$ cat src/ssr_pkg.sv
// package: constants, types and register map of the supply supervisor and regulator control
package ssr_pkg;

  // apb register map, byte addresses
  localparam int unsigned ADDR_W     = 8;
  localparam logic [7:0]  OFS_CTRL   = 8'h00;
  localparam logic [7:0]  OFS_STATUS = 8'h04;
  localparam logic [7:0]  OFS_MASK   = 8'h08;
  localparam logic [7:0]  OFS_STATE  = 8'h0C;

  // control register fields
  localparam int unsigned LVL_W              = 3;
  localparam int unsigned CTRL_DET_EN_BIT    = 0;
  localparam int unsigned CTRL_DET_LVL_LSB   = 1;
  localparam int unsigned CTRL_HALT_VOFF_BIT = 4;
  localparam int unsigned CTRL_W             = 5;
  localparam logic [4:0]  CTRL_RESET         = 5'h00;

  // event status / mask fields
  localparam int unsigned EV_W        = 2;
  localparam int unsigned EV_FALL_BIT = 0;
  localparam int unsigned EV_RISE_BIT = 1;
  localparam logic [1:0]  EV_RESET    = 2'h0;

  // state register fields
  localparam int unsigned ST_BOR_LVL_LSB = 0;
  localparam int unsigned ST_BOR_ON_BIT  = 3;
  localparam int unsigned ST_DET_HI_BIT  = 4;
  localparam int unsigned ST_LP_REG_BIT  = 5;
  localparam int unsigned ST_RUN_BIT     = 6;

  // brownout option byte layout
  localparam int unsigned OPT_BOR_ON_BIT = 0;
  localparam int unsigned OPT_BOR_TH_LSB = 1;

  // threshold codes: five brownout levels, seven detector levels
  localparam logic [2:0] BOR_LVL_LOWEST = 3'h0;
  localparam logic [2:0] BOR_LVL_MAX    = 3'h4;
  localparam logic [2:0] DET_LVL_MAX    = 3'h6;

  // analog reference / comparator settling after enable or level change
  localparam int unsigned CLK_PERIOD_NS = 5;
  localparam int unsigned SETTLE_NS     = 1000;
  localparam int unsigned SETTLE_CYC    = (SETTLE_NS + CLK_PERIOD_NS - 1) / CLK_PERIOD_NS;
  localparam int unsigned SETTLE_W      = 8;

  // core power modes
  typedef enum logic [2:0] {
    PM_RUN, PM_WFI, PM_WFE, PM_HALT, PM_ACTIVE_HALT, PM_LP_RUN, PM_LP_WAIT
  } ssr_pmode_t;

  // reset sequencer states
  typedef enum logic [1:0] {SQ_POR_WAIT, SQ_OPT_REQ, SQ_APPLY, SQ_RUN} ssr_seq_t;

  // apb request from the master
  typedef struct packed {
    logic              psel;
    logic              penable;
    logic              pwrite;
    logic [ADDR_W-1:0] paddr;
    logic [31:0]       pwdata;
  } ssr_apb_req_t;

  // raw comparator outputs, asynchronous to core_clk
  typedef struct packed {
    logic det_above;
    logic bor_above;
    logic por_ok;
  } ssr_cmp_t;

endpackage : ssr_pkg

$ cat src/ssr_supervisor.sv
// supply supervisor: reset sequencing, option load, threshold detector, regulator mode
`timescale 1ns/10ps
`default_nettype none
module ssr_supervisor #(
  parameter int unsigned SETTLE_CYCLES = ssr_pkg::SETTLE_CYC
) (
  input  wire logic                  core_clk,
  input  wire logic                  rst_n,
  input  wire ssr_pkg::ssr_apb_req_t apb_req,
  output logic                       pready,
  output logic [31:0]                prdata,
  output logic                       pslverr,
  input  wire ssr_pkg::ssr_cmp_t     supply_in,
  input  wire ssr_pkg::ssr_pmode_t   pwr_mode,
  output logic                       opt_rd_req,
  input  wire logic                  opt_rd_valid,
  input  wire logic [7:0]            opt_rd_data,
  output logic                       brownout_reset_en,
  output logic [2:0]                 brownout_level,
  output logic                       vref_en,
  output logic                       supply_threshold_detector_en,
  output logic [2:0]                 detector_trip_level,
  output logic                       main_regulator_mode,
  output logic                       low_power_regulator_mode,
  output logic                       chip_rst_n,
  output logic                       irq
);

  // low power regulator modes, decoded in two places
  function automatic logic is_lp_mode(input ssr_pkg::ssr_pmode_t m);
    is_lp_mode = (m == ssr_pkg::PM_HALT) || (m == ssr_pkg::PM_ACTIVE_HALT) ||
                 (m == ssr_pkg::PM_LP_RUN) || (m == ssr_pkg::PM_LP_WAIT);
  endfunction : is_lp_mode

  // clamp a threshold code to the highest legal one
  function automatic logic [2:0] clamp_lvl(input logic [2:0] v, input logic [2:0] top);
    clamp_lvl = (v > top) ? top : v;
  endfunction : clamp_lvl

  logic [2:0]                  cmp_raw;
  logic [2:0]                  cmp_meta_r;
  logic [2:0]                  cmp_sync_r;
  logic                        por_ok;
  logic                        bor_ok;
  logic                        det_hi;
  ssr_pkg::ssr_seq_t           seq_r;
  ssr_pkg::ssr_seq_t           seq_nxt;
  logic                        bor_on_r;
  logic [2:0]                  bor_th_r;
  logic                        opt_loaded_r;
  logic [ssr_pkg::CTRL_W-1:0]  ctrl_r;
  logic [ssr_pkg::EV_W-1:0]    status_r;
  logic [ssr_pkg::EV_W-1:0]    status_nxt;
  logic [ssr_pkg::EV_W-1:0]    mask_r;
  logic [ssr_pkg::EV_W-1:0]    rd_cap_r;
  logic                        ctl_det_en;
  logic                        ctl_halt_voff;
  logic [2:0]                  ctl_det_lvl;
  logic                        in_halt;
  logic                        vref_nxt;
  logic                        bor_en_nxt;
  logic [1:0]                  settle_run;
  logic [1:0]                  settle_restart;
  logic [1:0]                  settled;
  logic                        det_active;
  logic                        det_armed_r;
  logic                        det_hi_d_r;
  logic                        det_fall;
  logic                        det_rise;
  logic                        bor_trip;
  logic                        apb_setup;
  logic                        apb_access;
  logic                        apb_wr;
  logic                        apb_rd_status;
  logic                        addr_hit;
  logic [31:0]                 rd_mux;
  logic [31:0]                 prdata_r;

  // analog comparator outputs: two flops each, only the second is read
  assign cmp_raw = {supply_in.det_above, supply_in.bor_above, supply_in.por_ok};
  for (genvar gi = 0; gi < 3; gi++) begin : g_sync
    always_ff @(posedge core_clk) begin
      if (!rst_n) begin
        cmp_meta_r[gi] <= 1'b0;
        cmp_sync_r[gi] <= 1'b0;
      end else begin
        cmp_meta_r[gi] <= cmp_raw[gi];
        cmp_sync_r[gi] <= cmp_meta_r[gi];
      end
    end
  end
  assign por_ok = cmp_sync_r[0];
  assign bor_ok = cmp_sync_r[1];
  assign det_hi = cmp_sync_r[2];

  // control fields
  assign ctl_det_en    = ctrl_r[ssr_pkg::CTRL_DET_EN_BIT];
  assign ctl_halt_voff = ctrl_r[ssr_pkg::CTRL_HALT_VOFF_BIT];
  assign ctl_det_lvl   = clamp_lvl(ctrl_r[ssr_pkg::CTRL_DET_LVL_LSB +: ssr_pkg::LVL_W],
                                   ssr_pkg::DET_LVL_MAX);

  // reference off only in halt, only while running, and only when asked
  assign in_halt    = (pwr_mode == ssr_pkg::PM_HALT);
  assign vref_nxt   = !((seq_nxt == ssr_pkg::SQ_RUN) && ctl_halt_voff && in_halt);
  // before options apply brownout is forced on; later the option bit rules while the reference stays on
  assign bor_en_nxt = (seq_nxt != ssr_pkg::SQ_RUN) ? 1'b1 : (bor_on_r && vref_nxt);

  // settle timers: [0] brownout comparator, [1] threshold detector
  // comparators are blind while the reference or a level is still moving
  assign settle_run[0]     = brownout_reset_en;
  assign settle_restart[0] = (seq_nxt != seq_r) || !brownout_reset_en;
  assign settle_run[1]     = det_active;
  assign settle_restart[1] = !det_active || (detector_trip_level != ctl_det_lvl);
  for (genvar gs = 0; gs < 2; gs++) begin : g_settle
    logic [ssr_pkg::SETTLE_W-1:0] cnt_r;
    always_ff @(posedge core_clk) begin
      if (!rst_n || settle_restart[gs]) begin
        cnt_r <= '0;
      end else if (settle_run[gs] && !settled[gs]) begin
        cnt_r <= cnt_r + 1'b1;
      end
    end
    assign settled[gs] = (cnt_r >= ssr_pkg::SETTLE_W'(SETTLE_CYCLES));
  end

  // brownout trips only once the comparator has settled on its level
  assign bor_trip = brownout_reset_en && settled[0] && !bor_ok;

  // reset sequencer: power-on wait, option read, apply level, run
  always_comb begin
    seq_nxt = seq_r;
    case (seq_r)
      ssr_pkg::SQ_POR_WAIT: begin
        if (por_ok && bor_ok && settled[0]) begin
          seq_nxt = ssr_pkg::SQ_OPT_REQ;
        end
      end
      ssr_pkg::SQ_OPT_REQ: begin
        if (opt_rd_valid) begin
          seq_nxt = ssr_pkg::SQ_APPLY;
        end
      end
      ssr_pkg::SQ_APPLY: begin
        // wait for the chosen level to settle and, with brownout enabled, the supply to clear it
        if (settled[0] && (bor_ok || !bor_on_r)) begin
          seq_nxt = ssr_pkg::SQ_RUN;
        end
      end
      ssr_pkg::SQ_RUN: begin
        if (bor_trip) begin
          seq_nxt = ssr_pkg::SQ_POR_WAIT;
        end
      end
      default: seq_nxt = ssr_pkg::SQ_POR_WAIT;
    endcase
    if (!por_ok) begin
      seq_nxt = ssr_pkg::SQ_POR_WAIT;
    end
  end

  always_ff @(posedge core_clk) begin
    if (!rst_n) begin
      seq_r <= ssr_pkg::SQ_POR_WAIT;
    end else begin
      seq_r <= seq_nxt;
    end
  end

  // option byte capture; a lost supply forces a fresh read next time
  always_ff @(posedge core_clk) begin
    if (!rst_n || (seq_nxt == ssr_pkg::SQ_POR_WAIT)) begin
      bor_on_r     <= 1'b1;
      bor_th_r     <= ssr_pkg::BOR_LVL_LOWEST;
      opt_loaded_r <= 1'b0;
    end else if ((seq_r == ssr_pkg::SQ_OPT_REQ) && opt_rd_valid) begin
      bor_on_r     <= opt_rd_data[ssr_pkg::OPT_BOR_ON_BIT];
      bor_th_r     <= clamp_lvl(opt_rd_data[ssr_pkg::OPT_BOR_TH_LSB +: ssr_pkg::LVL_W],
                                ssr_pkg::BOR_LVL_MAX);
      opt_loaded_r <= 1'b1;
    end
  end

  // registered analog and reset outputs, aligned with seq_r
  always_ff @(posedge core_clk) begin
    if (!rst_n) begin
      brownout_reset_en            <= 1'b1;
      brownout_level               <= ssr_pkg::BOR_LVL_LOWEST;
      vref_en                      <= 1'b1;
      supply_threshold_detector_en <= 1'b0;
      detector_trip_level          <= 3'h0;
      chip_rst_n                   <= 1'b0;
      opt_rd_req                   <= 1'b0;
    end else begin
      brownout_reset_en            <= bor_en_nxt;
      brownout_level               <= (seq_nxt == ssr_pkg::SQ_POR_WAIT) ?
                                      ssr_pkg::BOR_LVL_LOWEST : bor_th_r;
      vref_en                      <= vref_nxt;
      supply_threshold_detector_en <= ctl_det_en && vref_nxt;
      detector_trip_level          <= ctl_det_lvl;
      chip_rst_n                   <= (seq_nxt == ssr_pkg::SQ_RUN);
      opt_rd_req                   <= (seq_nxt == ssr_pkg::SQ_OPT_REQ);
    end
  end

  // regulator follows the power mode by itself, halt entry included
  always_ff @(posedge core_clk) begin
    if (!rst_n) begin
      main_regulator_mode      <= 1'b1;
      low_power_regulator_mode <= 1'b0;
    end else begin
      main_regulator_mode      <= !is_lp_mode(pwr_mode);
      low_power_regulator_mode <= is_lp_mode(pwr_mode);
    end
  end

  // detector crossings; the first settled sample only arms the edge logic
  assign det_active = supply_threshold_detector_en && ctl_det_en;
  assign det_fall   = det_armed_r && settled[1] && det_hi_d_r && !det_hi;
  assign det_rise   = det_armed_r && settled[1] && !det_hi_d_r && det_hi;
  always_ff @(posedge core_clk) begin
    if (!rst_n) begin
      det_armed_r <= 1'b0;
      det_hi_d_r  <= 1'b0;
    end else begin
      det_armed_r <= det_active && settled[1];
      det_hi_d_r  <= det_hi;
    end
  end

  // apb decode; the slave never waits
  assign pready        = 1'b1;
  assign apb_setup     = apb_req.psel && !apb_req.penable;
  assign apb_access    = apb_req.psel && apb_req.penable;
  assign addr_hit      = (apb_req.paddr == ssr_pkg::OFS_CTRL) ||
                         (apb_req.paddr == ssr_pkg::OFS_STATUS) ||
                         (apb_req.paddr == ssr_pkg::OFS_MASK) ||
                         (apb_req.paddr == ssr_pkg::OFS_STATE);
  assign pslverr       = apb_access && !addr_hit;
  assign apb_wr        = apb_access && apb_req.pwrite && addr_hit;
  assign apb_rd_status = apb_access && !apb_req.pwrite &&
                         (apb_req.paddr == ssr_pkg::OFS_STATUS);

  // read mux, sampled in the setup cycle so prdata comes from a flop
  always_comb begin
    rd_mux = 32'h0000_0000;
    case (apb_req.paddr)
      ssr_pkg::OFS_CTRL:   rd_mux[ssr_pkg::CTRL_W-1:0] = ctrl_r;
      ssr_pkg::OFS_STATUS: rd_mux[ssr_pkg::EV_W-1:0]   = status_r;
      ssr_pkg::OFS_MASK:   rd_mux[ssr_pkg::EV_W-1:0]   = mask_r;
      ssr_pkg::OFS_STATE: begin
        rd_mux[ssr_pkg::ST_BOR_LVL_LSB +: ssr_pkg::LVL_W] = brownout_level;
        rd_mux[ssr_pkg::ST_BOR_ON_BIT]                    = brownout_reset_en;
        rd_mux[ssr_pkg::ST_DET_HI_BIT]                    = det_hi;
        rd_mux[ssr_pkg::ST_LP_REG_BIT]                    = low_power_regulator_mode;
        rd_mux[ssr_pkg::ST_RUN_BIT]                       = chip_rst_n;
      end
      default: rd_mux = 32'h0000_0000;
    endcase
  end

  // a read clears only the bits it returned, so a new event is never lost
  assign status_nxt = (status_r & ~(apb_rd_status ? rd_cap_r : ssr_pkg::EV_RESET)) |
                      {det_rise, det_fall};

  always_ff @(posedge core_clk) begin
    if (!rst_n) begin
      prdata_r <= 32'h0000_0000;
      rd_cap_r <= ssr_pkg::EV_RESET;
    end else if (apb_setup) begin
      prdata_r <= rd_mux;
      rd_cap_r <= status_r;
    end
  end
  assign prdata = prdata_r;

  // software registers
  always_ff @(posedge core_clk) begin
    if (!rst_n) begin
      ctrl_r   <= ssr_pkg::CTRL_RESET;
      mask_r   <= ssr_pkg::EV_RESET;
      status_r <= ssr_pkg::EV_RESET;
    end else begin
      status_r <= status_nxt;
      if (apb_wr && (apb_req.paddr == ssr_pkg::OFS_CTRL)) begin
        ctrl_r <= apb_req.pwdata[ssr_pkg::CTRL_W-1:0];
      end
      if (apb_wr && (apb_req.paddr == ssr_pkg::OFS_MASK)) begin
        mask_r <= apb_req.pwdata[ssr_pkg::EV_W-1:0];
      end
    end
  end

  // level interrupt: each direction gated by its own mask bit
  assign irq = |(status_r & mask_r);
endmodule : ssr_supervisor
`default_nettype wire

$ cat config.mk
export PLATFORM = sky130hd
export DESIGN_NAME = ssr_supervisor
export DESIGN_NICKNAME = d
export VERILOG_FILES = /design/src/ssr_pkg.sv /design/src/ssr_supervisor.sv
export SDC_FILE = /design/constraint.sdc
export NUM_CORES = 1
export LEC_CHECK = 0
export BUFFER_PORTS_ARGS = -buffer_cell sky130_fd_sc_hd__buf_2
export CAP_MARGIN = 20
export CORE_MARGIN = 4
export CORE_UTILIZATION = 44
export CTS_CLUSTER_DIAMETER = 80
export DETAILED_ROUTE_END_ITERATION = 7
export GPL_TIMING_DRIVEN = 1
export MAX_ROUTING_LAYER = met4
export PLACE_DENSITY = 0.74
export SLEW_MARGIN = 30
export SYNTH_ARGS = -nofsm -noshare
export SYNTH_HDL_FRONTEND = slang
export SYNTH_SLANG_ARGS = --single-unit
$ cat constraint.sdc
create_clock -name core_clk -period 1.45 [get_ports core_clk]
set_input_delay 0.145 -clock core_clk [delete_from_list [all_inputs] [get_ports core_clk]]
set_output_delay 0.145 -clock core_clk [all_outputs]
set_load 0.01 [all_outputs]
Word-level counts from Yosys, hierarchy flattened --
Index checks and enable logic that the tools add are counted.
Cells by class: add/sub/neg operators 2, multiply operators 0, divide/modulo/power cells 0, $lt $le $gt $ge 4, eq/ne operators 15, shifts and indexed selects 0, multiplexer cells 12, bitwise logic cells 5, reduce and logical (&&, ||, !) cells 60
Operator list (count):
- logical AND 1 bit | 28
- adder 8 x 1 -> 8 bit (second input constant) | 2
- equality test 8 x 4 -> 1 bit (second input constant) | 2
- greater-or-equal comparator 8 bit (second input constant) | 2
- case mux 2 bit (4 select lines) | 2
- logical NOT 1 bit | 14
- 2-to-1 mux 2 bit | 7
- logical OR 1 bit | 12
- equality test 3 bit (second input constant) | 3
- equality test 8 x 3 -> 1 bit (second input constant) | 1
- logical NOT 8 bit | 1
- equality test 2 bit (second input constant) | 3
- greater-than comparator 3 bit (second input constant) | 2
- 2-to-1 mux 3 bit | 2
- case mux 3 bit (2 select lines) | 1
- OR reduction 2 bit | 3
- AND 2 bit | 2
- equality test 2 x 1 -> 1 bit (second input constant) | 2
- logical NOT 2 bit | 2
- equality test 3 x 2 -> 1 bit (second input constant) | 1
- != test 3 bit | 1
- != test 2 bit | 1
- != test 2 bit (second input constant) | 1
- NOT 2 bit | 1
- other kinds (2) | 2
Word-level totals: bits in registers 61, latch bits 0, bits in writable memories 0, ROM bits 0, bits of input ports 60, output and inout bits 48, logic and storage cells 125, memories 0

Longest topological paths before layout --
word-level depth 11, depth in mapped cells 5, mapped depth without buffers 5

Worst setup path after synthesis --
OpenSTA, ideal clock, no wires.
path type input port to flip-flop, from input apb_req[33] in the netlist's numbering, to register ctrl_r[0] in the netlist's numbering, library setup time 0.072 ns, arrival 1.417 ns, required time 1.378 ns, slack -0.039 ns, stages on the path 5, buffers on the path 1, cell sequence or4_4 > nor4_4 > and3_1 > buf_6 > mux2i_1
Between the ends: longest elaborated chain between the ends 6, elaborated cells between the ends (all ways) 9, those cells by class 3 x eq/ne; 6 x reduce/logical
Ends and longest elaborated chain:
- start, declared | line ssr_supervisor.sv:9 | input wire ssr_pkg::ssr_apb_req_t apb_req,
- equality test 8 x 3 -> 1 bit / logical NOT 8 bit (equally long branches) | line ssr_supervisor.sv:235, ssr_supervisor.sv:234, ssr_supervisor.sv:284
- logical OR 1 bit | line ssr_supervisor.sv:234 | assign addr_hit = (apb_req.paddr == ssr_pkg::OFS_CTRL) ||
- logical OR 1 bit | line ssr_supervisor.sv:235 | (apb_req.paddr == ssr_pkg::OFS_STATUS) ||
- logical OR 1 bit | line ssr_supervisor.sv:236 | (apb_req.paddr == ssr_pkg::OFS_MASK) ||
- logical AND 1 bit | line ssr_supervisor.sv:239 | assign apb_wr = apb_access && apb_req.pwrite && addr_hit;
- logical AND 1 bit * | line ssr_supervisor.sv:284 | if (apb_wr && (apb_req.paddr == ssr_pkg::OFS_CTRL)) begin
- end signal, assigned | line ssr_supervisor.sv:279 | ctrl_r <= ssr_pkg::CTRL_RESET;
- end signal, assigned | line ssr_supervisor.sv:285 | ctrl_r <= apb_req.pwdata[ssr_pkg::CTRL_W-1:0];
- end, declared | line ssr_supervisor.sv:51 | logic [ssr_pkg::CTRL_W-1:0] ctrl_r;
Mark *: on every way between the ends. The rest lies on a longest branch, timed or not. A chain may end at the register's enable or synchronous reset.

Worst setup path after layout --
from register g_settle[0].cnt_r[4] in the netlist's numbering, to register chip_rst_n
Between the ends: longest elaborated chain between the ends 7, elaborated cells between the ends (all ways) 11, those cells by class 1 x order compare; 1 x eq/ne; 5 x mux; 4 x reduce/logical
Ends and longest elaborated chain:
- start, declared | line ssr_supervisor.sv:115 | logic [ssr_pkg::SETTLE_W-1:0] cnt_r;
- start signal, assigned | line ssr_supervisor.sv:120 | cnt_r <= cnt_r + 1'b1;
- greater-or-equal comparator 8 bit * | line ssr_supervisor.sv:123 | assign settled[gs] = (cnt_r >= ssr_pkg::SETTLE_W'(SETTLE_CYCLES));
- logical AND 1 bit (2 in a row) | line ssr_supervisor.sv:127 | assign bor_trip = brownout_reset_en && settled[0] && !bor_ok;
- 2-to-1 mux 2 bit | line ssr_supervisor.sv:150 | if (bor_trip) begin
- case mux 2 bit (4 select lines) * | line ssr_supervisor.sv:132 | case (seq_r)
- 2-to-1 mux 2 bit * | line ssr_supervisor.sv:156 | if (!por_ok) begin
- equality test 2 bit * | line ssr_supervisor.sv:200 | chip_rst_n <= (seq_nxt == ssr_pkg::SQ_RUN);
- end signal, assigned | line ssr_supervisor.sv:200
- end, declared | line ssr_supervisor.sv:25 | output logic chip_rst_n,
Marked as above.

==> out/qor.yml <==
placement:
  port_buffers: 50
  place_hpwl_mm: 4.671
  gp_congestion: 0.9423
  place_ws_ns: -0.2806
sta:
  finalWorstSetupSlack_ns: -0.01728
  finalMaxSlewViolations: 0
  fmaxAchievable_mhz: 681.5
  fin_skew_ns: 0.008028
  period_share_pct: 101.2
  finalHoldWorstSlack_ns: 0.01697
  final-hold-violation-count: 0
  finalSetupTns_ns: -0.04754
  fin_crit_ns: 1.467
  setup_viol: 4
  rsz0062_at_grt: "yes"
synthesis:
  synth_area_leaders: "dfxtp_1 (43%), buf_4 (6.9%), nand2_1 (4.7%)"
  syn_avg_cell_area_um2: 9.103
  yosysWarningCount: 0
  yosysTopAreaCell: "dfxtp_1"
  synth_cell_types: 48
  synthFlopType: "dfxtp_1"
  synth_top_family_by_area: "simple AND/OR/NAND/NOR gates"
  ys_ff_latch: 61
  ys_async_sr_fraction_pct: 0
  syn_inst: 309
  synth_edf_count: 0
  synth_top_area_share_pct: 43.42
  netlist_area_um2: 2813
  synth-simple-area-share_pct: 22.55
  synth_seq_area_share_pct: 43.42
  synth_fa_ha_area_share_pct: 1.779
  muxShareOfSynthArea_pct: 5.160
  synthXorXnorAreaFrac_pct: 4.359
  synth-compound-area-share_pct: 12.06
floorplan:
  io_pins: 108
  die-area_um2: 7736
  rows: 28
  initial_core_util_pct: 46.41
  coreArea_um2: 6061
  die_h_um: 87.96
  die_w_um: 87.96
drt:
  viasPerCell: 5.122
  drc: 0
  wl_mm: 6.513
  initialDrtViolationCount: 72
  wire_per_inst_um: 13.89
  drtAntennaViolNets: 0
  vias: 2402
  drtPass1Iterations: 4
layout:
  insertedDiodeCount: 0
  syn_to_final_growth_pct: 29.27
  nNetsFinal: 453
  final_cell_mix: "dfxtp_1 (53), buf_2 (50), nand2_1 (34)"
  drive_gt1_share_pct: 34.01
  final_common_cell: "dfxtp_1"
  final_util_pct: 59.99
grt:
  antenna_found_initial: 0
  grt_pass1_wl_mm: 9.860
  track_usage_pct: 17.09
  grt_max_degree: 15
  gr-total-overflow: 0
  grt_pass1_vias: 2175
worst_setup_path:
  startpoint_type: "flip-flop"
  cp_max_fo: 6
  r2r_setup_slack_ns: -0.02
  arrival_ns: 1.73
  crit_type: "flip-flop to flip-flop"
  crit_path_end_kind: "flip-flop"
  required_ns: 1.71
cts:
  numCtsBuffers: 9
  clkTransAtPathRegs_ns: 0.06
  htree_levels: 3
  clockRootBuffer: "clkbuf_8"
  holdBufCountCts: 0
  clkLatencyLatePin_ns: 0.33
  clockBufferDepth: 2
  clock-sinks: 61
  cts_tree: "built"
power_and_ir_drop:
  ir_drop_v: 0.0006300
  power_density_nw_per_um2: 926.2
  p_total_mw: 3.368
  p_leak_nw: 1.518
min_path:
  hold_path_class: "primary input to flip-flop"
run:
  maxCapViolCount: 0
run_status:
  violations: "setup timing"
  outcome: "finished, violations left"
## final cells by class
type                            instances  area, µm²
Clock buffer                           12      145.1
Timing Repair Buffer                   79      479.2
Sequential cell                        61       1234
Inverter                               16      60.06
Multi-Input combinational cell        222       1577
Tap cell                               75      93.84
Fill cell                             539       2425
Clock inverter                          4      47.55
## critical path: stages, from the launching register on
cell	delay (ns)
dfxtp_2	0.33
o311a_4	0.42
a311oi_4	0.31
o21ai_1	0.18
nor2b_1	0.16
## layer usage
metal	vias up	GRT usage (%)	part of all wire (%)	routed length, µm
met5	-	-	0	0
met4	0	5.858	1.0	68
met3	7	5.456	7.9	514
met2	78	29.25	51	3336
met1	1137	18.62	40	2594
li1	1180	-	-	-
## logic make-up (layout without fill, tap and decap cells)
kind of cell | after synthesis | count (layout)
simple gates | 119 | 119
flops | 61 | 61
buf+inv | 50 | 111
compound gates | 47 | 47
xor+xnor | 14 | 14
mux | 12 | 12
fa+ha+maj | 4 | 4
other cells | 2 | 26
## synth_stat cells (2+ instances only)
cell and instances:
a21oi_1 15, conb_1 2, nor2_1 17, clkbuf_1 7
a31oi_1 3, nor3b_1 3, o21ai_0 4, ha_1 4
nand3_1 11, a2111oi_0 2, nand4_1 7, and2_1 13
nor2b_1 6, o211ai_1 2, o311a_1 2, and3_1 4
a22o_1 4, dfxtp_1 61, a41oi_1 3, inv_1 16
o21a_1 3, buf_4 26, xnor2_1 9, xor2_1 5
mux4_2 2, nand2_1 35, mux2i_1 10, and4b_1 3
nor3_1 11
## metrics by stage
stage | cell area (µm²) | std cells
CTS | 3470 | 466
global placement | 3213 | 450
finish | 3636 | 469
global route | 3636 | 469
floorplan | 2907 | 333
detailed placement | 3213 | 450
## registers in the layout, summed over array words and instances, names as in the netlist, 3 cells and up
name	cells
g_settle.cnt_r	16
prdata	7
ctrl_r	5
bor_th_r	3
brownout_level	3
cmp_meta_r	3
detector_trip_level	3
## worst paths after layout
path	start	endpoint	cells past startpoint
setup reg to reg	g_settle[0].cnt_r[4]	chip_rst_n	4
setup / recovery	g_settle[0].cnt_r[4]	chip_rst_n	4
hold / removal	supply_in[1]	cmp_meta_r[1]	2
hold reg to reg	cmp_meta_r[0]	por_ok	1
## report_power, final
group	switching (mW)	total [mW]	internal [mW]
registers	0.0130	1.71	1.69
clock network	0.624	1.46	0.835
logic	0.124	0.202	0.0772
total	0.761	3.37	2.61
## repair_timing
action | in CTS | in global routing
endpoints found under the setup margin | 24 | 29
endpoints found under the hold margin | 0 | 0
pin swaps | 8 | 17
resized for setup | 10 | 38
cloned | 0 | 0
buffers inserted | 1 | 3
No activity file was read; power rests on OpenSTA's default activity.
